`src/logic/irh_cfg.svh`:
```
`ifndef IRH_CFG_SVH
`define IRH_CFG_SVH
// Fixed table slot for the non-maskable request
`define IRH_NMI_SLOT        8'h02
// Least reset hold in clock periods, plain and with self-test
`define IRH_RESET_MIN       8'd15
`define IRH_RESET_SELFTEST  8'd80
// Vector width of the maskable acknowledge answer
`define IRH_VEC_W           8
`endif

```
`src/logic/irh_pkg.sv`:
```
package irh_pkg;
   // Sequencer states
   typedef enum logic [2:0] {
      IRH_IDLE,
      IRH_SAVE,
      IRH_ACK1,
      IRH_ACK2,
      IRH_FETCH
   } irh_state_e;
endpackage

```
`src/logic/irh_sync.sv`:
```
`timescale 1ns/1ps
// ****************************************
// Two-stage synchroniser
// ****************************************
module irh_sync
(
   // Clock and reset
   input  wire logic clk_i,
   input  wire logic nrst_i,
   // Data
   input  wire logic d_i,
   output logic      q_o
);
   logic meta_reg;
   logic q_reg;

   // First stage read only by the second
   always_ff @(posedge clk_i or negedge nrst_i)
   begin
      if (!nrst_i)
      begin
         meta_reg <= 1'b0;
         q_reg    <= 1'b0;
      end
      else
      begin
         meta_reg <= d_i;
         q_reg    <= meta_reg;
      end
   end

   assign q_o = q_reg;
endmodule

```
`src/logic/irh_top.sv`:
```
`timescale 1ns/1ps
`include "irh_cfg.svh"
module irh_top
(
   // Clock and power-on reset
   input  wire logic        clk_i,
   input  wire logic        nrst_i,
   // Pin-level requests
   input  wire logic        nmi_i,
   input  wire logic        maskable_request_i,
   input  wire logic        reset_i,
   input  wire logic        bus_request_i,
   input  wire logic        cop_wait_n_i,
   // Execution unit status
   input  wire logic        boundary_i,
   input  wire logic        string_iter_i,
   input  wire logic        ss_load_i,
   input  wire logic        sti_i,
   input  wire logic        if_flag_i,
   input  wire logic        interrupt_return_instruction_i,
   // Bus side handshake
   input  wire logic        cycle_done_i,
   input  wire logic [7:0]  data_low_i,
   // Outputs
   output logic             bus_grant_output_o,
   output logic             take_o,
   output logic             save_state_o,
   output logic             ack_cycle_o,
   output logic             vec_valid_o,
   output logic [7:0]       vector_o,
   output logic             in_reset_o,
   output logic             selftest_o
);
   logic nmi_s, maskable_request_s, rst_s, hold_s, busy_n_s;
   logic nmi_d_reg, nmi_d_next;
   logic inserv_reg, inserv_next;
   logic pend_reg, pend_next;
   logic shadow_reg, shadow_next;
   logic grant_reg, grant_next;
   logic take_reg, take_next;
   logic save_reg, save_next;
   logic ack_reg, ack_next;
   logic vv_reg, vv_next;
   logic [7:0] vec_reg, vec_next;
   logic rst_d_reg;
   logic st_reg, st_next;
   logic is_nmi_reg, is_nmi_next;
   irh_pkg::irh_state_e state_reg, state_next;
   logic nmi_rise, point, nmi_go, maskable_request_go;

   // ****************************************
   // Input synchronisers
   // ****************************************
   irh_sync u_s_nmi (.clk_i(clk_i), .nrst_i(nrst_i), .d_i(nmi_i), .q_o(nmi_s));
   irh_sync u_s_int (.clk_i(clk_i), .nrst_i(nrst_i), .d_i(maskable_request_i), .q_o(maskable_request_s));
   irh_sync u_s_rst (.clk_i(clk_i), .nrst_i(nrst_i), .d_i(reset_i), .q_o(rst_s));
   irh_sync u_s_hld (.clk_i(clk_i), .nrst_i(nrst_i), .d_i(bus_request_i), .q_o(hold_s));
   irh_sync u_s_bsy (.clk_i(clk_i), .nrst_i(nrst_i), .d_i(cop_wait_n_i), .q_o(busy_n_s));

   // ****************************************
   // Recognition
   // ****************************************
   // Edge, not level, so a held line fires once
   assign nmi_rise = nmi_s && !nmi_d_reg;
   // Recognition point: a boundary, or a string iteration outside a shadow; the boundary
   // that ends a stack segment load or flag set is skipped, so one more instruction runs
   assign point   = (boundary_i || (string_iter_i && !shadow_reg))
                    && !ss_load_i && !sti_i && !grant_reg;
   assign nmi_go  = point && pend_reg && !inserv_reg;
   assign maskable_request_go = point && !nmi_go && maskable_request_s && if_flag_i;

   // Next-state logic
   always_comb
   begin
      nmi_d_next  = nmi_s;
      inserv_next = inserv_reg;
      pend_next   = pend_reg;
      shadow_next = shadow_reg;
      grant_next  = hold_s && state_reg == irh_pkg::IRH_IDLE;
      take_next   = 1'b0;
      save_next   = 1'b0;
      ack_next    = 1'b0;
      vv_next     = 1'b0;
      vec_next    = vec_reg;
      st_next     = st_reg;
      is_nmi_next = is_nmi_reg;
      state_next  = state_reg;
      // One remembered edge, also across bus grant
      if (nmi_rise)
         pend_next = 1'b1;
      if (interrupt_return_instruction_i)
         inserv_next = 1'b0;
      // Shadow keeps iterations out until the following instruction ends
      if (ss_load_i || sti_i)
         shadow_next = 1'b1;
      else if (boundary_i)
         shadow_next = 1'b0;
      case (state_reg)
         irh_pkg::IRH_IDLE:
         begin
            if (nmi_go || maskable_request_go)
            begin
               take_next   = 1'b1;
               save_next   = 1'b1;
               is_nmi_next = nmi_go;
               state_next  = irh_pkg::IRH_SAVE;
               if (nmi_go)
               begin
                  inserv_next = 1'b1;
                  pend_next   = nmi_rise;
               end
            end
         end
         irh_pkg::IRH_SAVE:
         begin
            save_next = !cycle_done_i;
            if (cycle_done_i)
            begin
               if (is_nmi_reg)
               begin
                  vec_next   = `IRH_NMI_SLOT;
                  vv_next    = 1'b1;
                  state_next = irh_pkg::IRH_FETCH;
               end
               else
               begin
                  ack_next   = 1'b1;
                  state_next = irh_pkg::IRH_ACK1;
               end
            end
         end
         irh_pkg::IRH_ACK1:
         begin
            ack_next = 1'b1;
            if (cycle_done_i)
               state_next = irh_pkg::IRH_ACK2;
         end
         irh_pkg::IRH_ACK2:
         begin
            ack_next = !cycle_done_i;
            if (cycle_done_i)
            begin
               vec_next   = data_low_i;
               vv_next    = 1'b1;
               state_next = irh_pkg::IRH_FETCH;
            end
         end
         default:
            state_next = irh_pkg::IRH_IDLE;
      endcase
      // Reset wins over everything, grant included
      if (rst_s)
      begin
         inserv_next = 1'b0;
         pend_next   = 1'b0;
         shadow_next = 1'b0;
         grant_next  = 1'b0;
         take_next   = 1'b0;
         save_next   = 1'b0;
         ack_next    = 1'b0;
         vv_next     = 1'b0;
         vec_next    = 8'h00;
         state_next  = irh_pkg::IRH_IDLE;
         st_next     = 1'b0;
      end
      else if (rst_d_reg)
         st_next = !busy_n_s;
   end

   // Registers
   always_ff @(posedge clk_i or negedge nrst_i)
   begin
      if (!nrst_i)
      begin
         nmi_d_reg  <= 1'b0;
         inserv_reg <= 1'b0;
         pend_reg   <= 1'b0;
         shadow_reg <= 1'b0;
         grant_reg  <= 1'b0;
         take_reg   <= 1'b0;
         save_reg   <= 1'b0;
         ack_reg    <= 1'b0;
         vv_reg     <= 1'b0;
         vec_reg    <= 8'h00;
         rst_d_reg  <= 1'b0;
         st_reg     <= 1'b0;
         is_nmi_reg <= 1'b0;
         state_reg  <= irh_pkg::IRH_IDLE;
      end
      else
      begin
         nmi_d_reg  <= nmi_d_next;
         inserv_reg <= inserv_next;
         pend_reg   <= pend_next;
         shadow_reg <= shadow_next;
         grant_reg  <= grant_next;
         take_reg   <= take_next;
         save_reg   <= save_next;
         ack_reg    <= ack_next;
         vv_reg     <= vv_next;
         vec_reg    <= vec_next;
         rst_d_reg  <= rst_s;
         st_reg     <= st_next;
         is_nmi_reg <= is_nmi_next;
         state_reg  <= state_next;
      end
   end

   assign bus_grant_output_o = grant_reg;
   assign take_o             = take_reg;
   assign save_state_o       = save_reg;
   assign ack_cycle_o        = ack_reg;
   assign vec_valid_o        = vv_reg;
   assign vector_o           = vec_reg;
   assign in_reset_o         = rst_d_reg;
   assign selftest_o         = st_reg;

   // ****************************************
   // Assertions
   // ****************************************
   a_nmi_no_ack: assert property (@(posedge clk_i) disable iff (!nrst_i)
      (state_reg == irh_pkg::IRH_SAVE && is_nmi_reg) |=> !ack_reg) else $error("ack during nmi");
   a_nmi_slot: assert property (@(posedge clk_i) disable iff (!nrst_i)
      (vv_reg && is_nmi_reg) |-> vec_reg == `IRH_NMI_SLOT) else $error("nmi slot wrong");
   a_nmi_block: assert property (@(posedge clk_i) disable iff (!nrst_i)
      (inserv_reg && !interrupt_return_instruction_i && !rst_s) |=> inserv_reg) else $error("nmi unblocked early");
   a_edge_pend: assert property (@(posedge clk_i) disable iff (!nrst_i)
      (nmi_rise && !rst_s) |=> pend_reg) else $error("edge lost");
   a_maskable_request_mask: assert property (@(posedge clk_i) disable iff (!nrst_i)
      (state_reg == irh_pkg::IRH_IDLE && !if_flag_i && !pend_reg && !rst_s) |=> !take_reg)
      else $error("masked request taken");
   a_shadow_hold: assert property (@(posedge clk_i) disable iff (!nrst_i)
      ((sti_i || ss_load_i) && !rst_s) |=> !take_reg) else $error("shadow violated");
   a_shadow_iter: assert property (@(posedge clk_i) disable iff (!nrst_i)
      (shadow_reg && string_iter_i && !boundary_i && !rst_s) |=> !take_reg)
      else $error("iteration taken in shadow");
   a_reset_idle: assert property (@(posedge clk_i) disable iff (!nrst_i)
      rst_s |=> (!take_reg && !ack_reg && !grant_reg && !save_reg)) else $error("not idle in reset");
   a_reset_clear: assert property (@(posedge clk_i) disable iff (!nrst_i)
      rst_s |=> (!pend_reg && !inserv_reg)) else $error("nmi state not cleared");
   a_two_acks: assert property (@(posedge clk_i) disable iff (!nrst_i)
      (state_reg == irh_pkg::IRH_ACK2 && cycle_done_i && !rst_s) |=> (vv_reg && vec_reg == $past(data_low_i)))
      else $error("vector not latched");
   c_nmi: cover property (@(posedge clk_i) disable iff (!nrst_i) take_reg && is_nmi_reg);
   c_maskable_request: cover property (@(posedge clk_i) disable iff (!nrst_i) vv_reg && !is_nmi_reg);
   c_pend_blocked: cover property (@(posedge clk_i) disable iff (!nrst_i) nmi_rise && inserv_reg);
endmodule

```
`config.mk`:
```
export PLATFORM = sky130hd
export DESIGN_NAME = irh_top
export DESIGN_NICKNAME = d
export VERILOG_FILES = /design/src/logic/irh_pkg.sv /design/src/logic/irh_sync.sv /design/src/logic/irh_top.sv
export VERILOG_INCLUDE_DIRS = /design/src /design/src/logic
export SDC_FILE = /design/constraint.sdc
export NUM_CORES = 1
export LEC_CHECK = 0
export BUFFER_PORTS_ARGS = -buffer_cell sky130_fd_sc_hd__buf_2
export CAP_MARGIN = 20
export CORE_MARGIN = 8
export CORE_UTILIZATION = 30
export CTS_CLUSTER_DIAMETER = 150
export DETAILED_ROUTE_END_ITERATION = 8
export GPL_ROUTABILITY_DRIVEN = 0
export PLACE_DENSITY = 0.52
export SYNTH_ARGS = -nofsm -noshare
export SYNTH_HDL_FRONTEND = slang
export SYNTH_HIERARCHICAL = 1
export SYNTH_SLANG_ARGS = --single-unit
```
`constraint.sdc`:
```
create_clock -name clk_i -period 1.1 [get_ports clk_i]
set_input_delay 0.11 -clock clk_i [delete_from_list [all_inputs] [get_ports clk_i]]
set_output_delay 0.11 -clock clk_i [all_outputs]
set_load 0.02 [all_outputs]
```
Yosys cells after proc, flatten, opt, wreduce, memory -nomap -nowiden
Index checks and enable logic that the tools add are counted.
{"block": "op_classes", "n_mux": 42, "eq_ne": 8, "n_reduce_logical": 30}
{"op": "$mux W8", "count": 4}
{"op": "$mux W1", "count": 27}
{"op": "$mux W3", "count": 6}
{"op": "$pmux W8 S2", "count": 1}
{"op": "$ne A3 B2 Y1 const B", "count": 4}
{"op": "$pmux W3 S4", "count": 1}
{"op": "$logic_and A1 B1 Y1", "count": 11}
{"op": "$logic_not A1 Y1", "count": 9}
{"op": "$reduce_and A4 Y1", "count": 2}
{"op": "$eq A3 B2 Y1 const B", "count": 2}
{"op": "$reduce_bool A3 Y1", "count": 2}
{"op": "$pmux W1 S2", "count": 2}
{"op": "$eq A3 B1 Y1 const B", "count": 1}
{"op": "$logic_not A3 Y1", "count": 1}
{"op": "$logic_or A1 B1 Y1", "count": 3}
{"op": "$ne A3 B1 Y1 const B", "count": 1}
{"op": "$pmux W1 S3", "count": 1}
{"op": "$reduce_and A2 Y1", "count": 1}
{"op": "$reduce_bool A2 Y1", "count": 1}
{"block": "word_totals", "out_inout_bits": 15, "inputBits": 22, "register_bits": 33, "wordCells": 104}

Longest topological paths before layout
Gate-level depths: netlist of the first run.
{"block": "logic_depth", "ltp_word": 16, "mapped_depth": 5, "depth_no_buf": 3}

By module
Netlist of the first run, hierarchy kept.
{"mod": "irh_top", "area_each_um2": 969.7, "cells_each": 77, "instances": 1, "seq_area_each_um2": 575.6}
{"mod": "irh_sync", "area_each_um2": 50.0, "cells_each": 2, "instances": 5, "seq_area_each_um2": 50.0}

Worst setup path before layout of the first run
Ideal clock, no wire load.
{"block": "synth_path", "kind": "register to register", "from": "reg state_reg[2]", "to": "reg vec_reg[0], in the netlist vector_o[0]", "period_less_slack_ns": 1.218, "slack_ns": -0.118, "arrival_ns": 1.152, "required_time_ns": 1.034, "stages_incl_launch_ff": 6, "setup_time_ns": 0.066, "path_buffers": 2, "cell_sequence": "dfrtp_1 > buf_6 > nor2_8 > and4_2 > clkbuf_1 > a22o_1"}
{"block": "synth_via", "elab_chain_len": 3, "elab_cells_between_ends": 9, "classes_between": "5 x eq/ne; 2 x mux; 2 x reduce/logical"}
{"item": "start, declared", "line_no": "irh_top.sv:48", "rtl": "irh_pkg::irh_state_e state_reg, state_next;"}
{"item": "start signal, assigned", "line_no": "irh_top.sv:188", "rtl": "state_reg <= irh_pkg::IRH_IDLE;"}
{"item": "start signal, assigned", "line_no": "irh_top.sv:205", "rtl": "state_reg <= state_next;"}
{"item": "$eq A3 B1 Y1 / $eq A3 B2 Y1 (equally long branches)", "line_no": "irh_top.sv:98", "rtl": "case (state_reg)"}
{"item": "$ne A3 B2 Y1 (no line), or another cell as far along"}
{"item": "$reduce_and A4 Y1 (no line) / $mux W8 (equally long branches)"}
{"item": "end signal, assigned", "line_no": "irh_top.sv:201", "rtl": "vec_reg <= vec_next;"}
{"item": "end, declared", "line_no": "irh_top.sv:44", "rtl": "logic [7:0] vec_reg, vec_next;"}
Several ways; a longest one is shown, not always the timed one.
A chain may end at the register's enable or synchronous reset.

Worst setup path in the final report of the first run
{"block": "layout_path", "from": "reg state_reg[1]", "to": "reg vec_reg[2], in the netlist vector_o[2]"}
Same word-level chain as after synthesis.

==> results of run 1 <==
-- where the power goes --
| part | internal (mW) | switching (mW) | leakage [nW] | total [mW] |
|---|---|---|---|---|
| clock | 0.738 | 0.426 | 0.0585 | 1.16 |
| sequential | 1.26 | 0.0390 | 0.421 | 1.30 |
| combinational | 0.120 | 0.120 | 0.411 | 0.241 |
| total | 2.12 | 0.586 | 0.890 | 2.71 |
-- stage by stage --
| stage | hold slack (ps) | setup TNS (ps) | std cells |
|---|---|---|---|
| finish | 43.10 | -1106 | 197 |
| global route | 39.71 | -1618 | 197 |
| CTS | 34.81 | -1292 | 197 |
| detailed placement | 40.07 | -1499 | 183 |
| global placement | 32.87 | -1261 | 183 |
| floorplan | -185.6 | -802.2 | 87 |
-- cells by family (layout without fill, tap and decap cells) --
kind of cell           count (synthesis)  count (layout)  synth area share [%]
flip-flops                            33              33                 67.69
multiplexers                           2               2                 1.641
AND/OR/NAND/NOR                       27              27                 14.46
buffers and inverters                  5              65                 2.769
AO/OA/AOI/OAI                         20              20                 13.44
-- critical path, cell delays in order (launching register included) --
cell	delay, ps
dfrtp_2	420
nor2_4	70
o31a_4	400
a22o_1	220
-- layout make-up --
type / instances / area, um^2 / share of cell area, %
Sequential cell: 33 / 830.8 / 46.73
Multi-Input combinational cell: 49 / 402.9 / 22.66
Timing Repair Buffer: 55 / 357.8 / 20.13
Clock buffer: 7 / 86.33 / 4.856
Tap cell: 50 / 62.56 / 3.519
Clock inverter: 1 / 30.03 / 1.689
Inverter: 2 / 7.507 / 0.4222
-- placed cells by master (no fill, tap or decap), drive strengths merged --
master and count:
a21oi 2, nor2b 3, nor4 2, nor3 4, nand2b 1, clkbuf 7, buf 49, nand4bb 1
dlygate4sd3 6, a31o 1, and3 1, bufinv 1, mux2i 2, and2 1, nor4b 1, o31a 1
o2111ai 1, o21ai 3, nand2 2, nor3b 1, o221ai 1, and2b 1, or2b 1, a31oi 1
o211a 1, a22o 9, nor2 7, dfrtp 33, inv 2, and4 1
-- routing by layer --
layer / GRT usage (%) / vias up
li1: - / 429
met1: 10.05 / 459
met2: 14.59 / 25
met3: 4.617 / 6
met4: 4.364 / 0
met5: 0 / -
-- repair_timing --
action / CTS / global route
hold buffers: 6 / 0
endpoints found under the hold margin: 18 / 0
pin swaps: 1 / 0
gates resized for setup: 3 / 11
setup endpoints to repair: 14 / 18
-- how the worst max path moves through the flow --
stage,end,slack (ps),depth (start not counted),start
CTS,vector_o[2],-140,3,state_reg[1]
finish,vector_o[2],-120,3,state_reg[1]
detailed placement,vector_o[2],-160,3,state_reg[0]
floorplan,vector_o[0],-100,3,state_reg[0]
global placement,vector_o[3],-130,3,state_reg[0]
global route,vector_o[2],-140,2,state_reg[2]
==> run metrics, run 1 <==
H-tree depth 2; nets 168; vias in the first global route 993; placed instance area 1551 um^2; clk_lat worst skew 280 ps; pre-CTS setup slack -156.0 ps; Yosys top cell by area dfrtp_1; peak supply drop 0.9141 mV; Yosys reg bits 33; top-count cell post-synth dfrtp_1; via count 919; share of layout cells above drive strength 1 48.30%; Worst Hold Launch data_low_i[6]; worst r2r dst vector_o[2]; overall routing resource usage 9.206%; chip width 79.77 um; met2 WL 1372 um; post-synth top area share 67.69%; power density cells 1523 nW/um^2; DP HPWL 2007 um; Avg WL per Cell 13.96 um; highest metal used met4; Syn Nets 109; Util after Layout 44.77%; Max Cap Viol 0; worst hold path depth 2; Hold Path End vector_o[6]; I/O Pins 37; max-slew violation count 0; Worst slew margin 76.94%; count of cell types in the netlist 30; Syn-to-layout area delta 45.74%; Fill cells 377; CTS buffer count 5; Design Area, Final 1778 um^2; Leak 0.8902 nW; RSZ-0062 raised after global routing true; global-route wire length before repair 4512 um; DR vias/cell 4.665; GRT overflow 0; HP Class input pin to flop; number of port buffers 36; Worst EP required 1270 ps; final period utilization 111.2%; PnR worst setup slack -123.2 ps; Main synth FF type dfrtp_1; post-route ant nets 0; Largest register FFs 8; status finished with violations; met3 wire length 195 um; Worst-path clk slew 70 ps; skew final 7.776 ps; full die area 6363 um^2; drt total wl 2750 um; drt first pass iters 3; FFs w/ async S/R, synth 100.0%; Synth top cells by count 33 x dfrtp_1, 9 x a22o_1, 6 x nor2_1, 4 x nor3_1; violated checks setup timing; synthesized netlist cell count 87; Final Critical Period 1223 ps; clock root cell clkbuf_8; Worst EP arrival 1390 ps; Crit. End Element flop; final setup fails 13; drt drc 0; wl on met1 1136 um; Crit Path Class flop to flop; number of antenna violations at the first check in global routing 0; diode count 0; Placeable Area 3971 um^2; worst reg-to-reg setup slack -120 ps; Final Hold Fails 0; largest cells by area after synthesis dfrtp_1 68%, a22o_1 6.5%, buf_6 1.8%; Peak Freq 0.8175 GHz; synthesized area 1220 um^2; clock sinks 33; first-iteration detailed-routing DRC count 56; Reg2Reg Launch Point state_reg[1]; CP Launch Type flop; r2r worst-path depth 3; Seq/Total Area, Yosys 67.69%; CTS tree yes; Slew @ Worst Pin 346.0 ps; # rows 23; initial core utilization 30.72%; Syn Area/Cell 14.02 um^2; EDFF count, synth 0; Syn. warnings 6; Clock Tree Buf Depth 2; Die Span Y 79.77 um; total power 2.707 mW; worst-path fanout max 8; Post-CTS Setup Inserts 0; largest net degree at the start of global routing 21
No activity file was read; power rests on OpenSTA's default activity.
==> run 2: changes to the inputs <==
--- a/config.mk
+++ b/config.mk
@@ -10,3 +10,3 @@
 export CAP_MARGIN = 20
-export CORE_MARGIN = 8
+export CORE_MARGIN = 2
 export CORE_UTILIZATION = 30
@@ -15,3 +15,3 @@
 export GPL_ROUTABILITY_DRIVEN = 0
-export PLACE_DENSITY = 0.52
+export PLACE_DENSITY = 0.62
 export SYNTH_ARGS = -nofsm -noshare
==> constraint.sdc (replaced) <==
create_clock -name clk_i -period 1.1 [get_ports clk_i]
set_input_delay 0.165 -clock clk_i [delete_from_list [all_inputs] [get_ports clk_i]]
set_output_delay 0.165 -clock clk_i [all_outputs]
set_load 0.02 [all_outputs]
==> run metrics, run 2 (synthesized netlist as in run 1, its figures left out) <==
status finished with violations; violated checks setup timing; Peak Freq 0.8218 GHz; PnR worst setup slack -116.8 ps; Avg WL per Cell 12.70 um; Util after Layout 46.30%; Final Critical Period 1217 ps; clk_lat worst skew 280 ps; first-iteration detailed-routing DRC count 14; full die area 4593 um^2; clock sinks 33; nets 172; CTS tree yes; RSZ-0062 raised after global routing true; fin cells 201; share of layout cells above drive strength 1 52.98%; final setup fails 12; final period utilization 110.6%; Worst-path clk slew 70 ps; I/O Pins 37; H-tree depth 2; placed cell count 182; Worst EP arrival 1390 ps; # rows 23; Worst Hold Launch data_low_i[5]; peak supply drop 0.9264 mV; Crit Path Class flop to flop; initial core utilization 30.94%; number of antenna violations at the first check in global routing 0; CP Launch Type flop; drt drc 0; worst-path fanout max 8; global-route wire length before repair 4057 um; Worst EP required 1270 ps; drt first pass iters 4; skew final 4.206 ps; HP Class input pin to flop; setup TNS -1082 ps; Worst slew margin 73.39%; Largest register FFs 8; Placeable Area 3943 um^2; diode count 0; GRT overflow 0; power density cells 1477 nW/um^2; origin of the worst setup path state_reg[2]; Reg2Reg Launch Point state_reg[2]; Max Cap Viol 0; commonest non-fill, non-tap cell in the layout buf_2; DP HPWL 1811 um; Crit. End Element flop; commonest non-fill, non-tap cells in the layout 36 x buf_2, 30 x dfrtp_1, 13 x buf_4, 9 x a22o_1, 6 x dlygate4sd3_1; Leak 0.9077 nW; Slew @ Worst Pin 399.1 ps; drt total wl 2552 um; via count 912; largest net degree at the start of global routing 34; vias in the first global route 913; CTS buffer count 5; DR vias/cell 4.537; clock root cell clkbuf_8; Final Hold Fails 0; Clock Tree Buf Depth 2; Syn-to-layout area delta 49.64%; max-slew violation count 0; chip width 67.77 um; overall routing resource usage 12.25%; number of port buffers 36; Die Span Y 67.77 um; post-route ant nets 0
## run 2: cell types whose count changed in the layout (fill, tap and decap cells not counted), moves of 2 or more
cell,previous run,this run
nor3_2,0,3
buf_6,2,4
buf_4,10,13
nor3_1,3,0
## run 2: through the flow
stage               setup slack [ps]  hold WS [ps]  cell area (um^2)  total power [mW]
floorplan                     -100.3        -130.6              1226             1.402
global placement              -116.0         205.0              1531             1.528
detailed placement            -150.0         209.1              1531             1.541
CTS                           -117.6         90.88              1744             2.697
global route                  -150.7         98.85              1826             2.835
finish                        -116.8         99.13              1826             2.696
## run 2: final cells by class
type                       instances  area (um^2)
multi-input combinational         49        427.9
tap                               50        62.56
clock buffer                       5        68.82
timing repair buffer              59        382.9
sequential                        33        829.5
fill                             344         2117
inverter                           2        7.507
clock inverter                     3        46.29
## run 2: final timing paths
path	cells past startpoint	end	slack, ps
min in group asynchronous	3	in_reset_o	420
max in group asynchronous	3	state_reg[1]	360
worst max register to register	2	vector_o[4]	-120
worst min register to register	0	u_s_hld/q_o	350
worst min-delay path	2	vector_o[5]	100
worst max-delay path	2	vector_o[4]	-120
## run 2: routing by layer
layer	wire length, um	GRT usage (%)
met5	0	0
met4	41	5.000
met3	184	5.333
met2	1236	19.73
met1	1090	14.30
## run 2: worst max-delay path, stage by stage, from the launching register on
cell	delay, ps
dfrtp_2	490
o31a_4	400
a22o_1	220
## run 2: timing repair
| action | 4_1_cts | 5_1_grt |
|---|---|---|
| hold buffers | 6 | 0 |
| gates resized for setup | 4 | 17 |
| endpoints found under the hold margin | 38 | 0 |
| pin swaps | 2 | 6 |
| endpoints found under the setup margin | 15 | 16 |
| setup buffers | 3 | 2 |
## run 2: report_power, final
part	leakage [nW]	internal, mW	total (mW)	switching, mW
Sequential	0.422	1.26	1.30	0.0374
Combinational	0.431	0.141	0.277	0.137
Clock	0.0543	0.677	1.12	0.441
==> run 3: changes to the inputs <==
==> constraint.sdc (replaced) <==
create_clock -name clk_i -period 1.1 [get_ports clk_i]
set_input_delay 0 -clock clk_i [delete_from_list [all_inputs] [get_ports clk_i]]
set_output_delay 0 -clock clk_i [all_outputs]
set_load 0.02 [all_outputs]
==> run metrics, run 3 (synthesized netlist as in run 1, its figures left out) <==
status finished with violations; violated checks setup timing; Worst EP arrival 1430 ps; RSZ-0062 raised after global routing true; worst hold path depth 3; commonest non-fill, non-tap cells in the layout 36 x buf_2, 30 x dfrtp_1, 15 x dlygate4sd3_1, 13 x buf_4, 9 x a22o_1; post-route ant nets 0; largest net degree at the start of global routing 34; Avg WL per Cell 13.35 um; worst-path fanout max 8; commonest non-fill, non-tap cell in the layout buf_2; peak supply drop 0.8108 mV; clock sinks 33; number of port buffers 36; overall routing resource usage 13.08%; Largest register FFs 8; final period utilization 114.8%; CTS buffer count 5; GRT overflow 0; placed instance area 1509 um^2; Slew @ Worst Pin 411.4 ps; drt drc 0; DP HPWL 1776 um; Die Span Y 67.77 um; Worst EP required 1270 ps; Crit. End Element flop; drt first pass iters 4; drt total wl 2777 um; r2r worst-path depth 3; Leak 0.9159 nW; chip width 67.77 um; Placeable Area 3943 um^2; Syn-to-layout area delta 53.85%; H-tree depth 2; Max Cap Viol 0; CP Launch Type flop; DR vias/cell 4.587; Clock Tree Buf Depth 2; number of antenna violations at the first check in global routing 0; worst hold margin 22.25 ps; Final Hold Fails 0; HP Class input pin to flop; clk_lat worst skew 280 ps; max-slew violation count 0; full die area 4593 um^2; final setup fails 14; Fill cells 342; via count 954; Worst slew margin 72.57%; diode count 0; # rows 23; skew final 4.078 ps; nets 179; CTS tree yes; Design Area, Final 1877 um^2; Crit Path Class flop to flop; Peak Freq 0.7921 GHz; Worst-path clk slew 70 ps; vias in the first global route 977; I/O Pins 37; initial core utilization 30.94%; PnR worst setup slack -162.4 ps; Final Critical Period 1262 ps; first-iteration detailed-routing DRC count 30; power density cells 1322 nW/um^2; share of layout cells above drive strength 1 50.63%; global-route wire length before repair 4298 um; clock root cell clkbuf_8
## run 3: cell count changes in the layout (fill, tap and decap cells not counted)
cell	previous run	this run
and4_2	1	0
o21ai_2	0	1
buf_6	4	2
and4_4	0	1
clkinvlp_4	1	3
clkinv_4	1	0
dlygate4sd3_1	6	15
nand2_1	1	0
bufinv_16	1	0
nand2_2	1	2
o21ai_1	2	1
## run 3: worst max-delay path: stages, from the launching register on
cell,delay (ps)
dfrtp_1,410
nand2_2,110
o31a_4,390
a22o_1,250
## run 3: repair_timing
action                                 4_1_cts  5_1_grt
gates resized for setup                      5       17
hold buffers                                15        0
endpoints found under the hold margin       46        0
buffers inserted                             5        1
pin swaps                                    9        1
setup endpoints to repair                   14       17
## run 3: worst paths after layout
kind	startpoint	to	slack, ps
min	data_low_i[1]	vector_o[1]	20
min in group asynchronous	nrst_i	vector_o[3]	260
max reg2reg	state_reg[0]	vector_o[4]	-160
max in group asynchronous	nrst_i	state_reg[1]	530
min reg2reg	u_s_int/meta_reg	u_s_int/q_o	350
max	state_reg[0]	vector_o[4]	-160
## run 3: cell type report
type                    count  area (um^2)  share of cell area (%)
clock buffers               5        68.82                   3.667
clock inverters             3        22.52                   1.200
inverters                   2        7.507                  0.4000
multi-input cells          49        435.4                   23.20
flip-flops and latches     33        829.5                   44.20
well taps                  50        62.56                   3.333
repair buffers             66        450.4                   24.00
## run 3: power breakdown
| group | internal [mW] | total, mW | switching [mW] |
|---|---|---|---|
| registers | 1.26 | 1.30 | 0.0371 |
| clock network | 0.443 | 0.900 | 0.457 |
| logic | 0.139 | 0.280 | 0.142 |
| total | 1.84 | 2.48 | 0.636 |
## run 3: stage by stage
| stage | setup TNS [ps] | power [mW] | std cells | util, % | setup slack (ps) |
|---|---|---|---|---|---|
| floorplan | -802.2 | 1.402 | 87 | - | -100.3 |
| global placement | -1275 | 1.504 | 179 | 38.27 | -142.4 |
| detailed placement | -1749 | 1.515 | 179 | 38.27 | -193.7 |
| CTS | -1129 | 2.482 | 207 | 45.60 | -129.4 |
| finish | -1556 | 2.481 | 208 | 47.60 | -162.4 |
| global route | -2341 | 2.598 | 208 | 47.60 | -211.4 |
## run 3: metal layers
metal	global-route usage [%]	share of wire, %	vias up
li1	-	-	452
met1	14.77	42	466
met2	22.06	52	32
met3	4.667	5.6	4
met4	6.000	0.97	0
met5	0	0	-
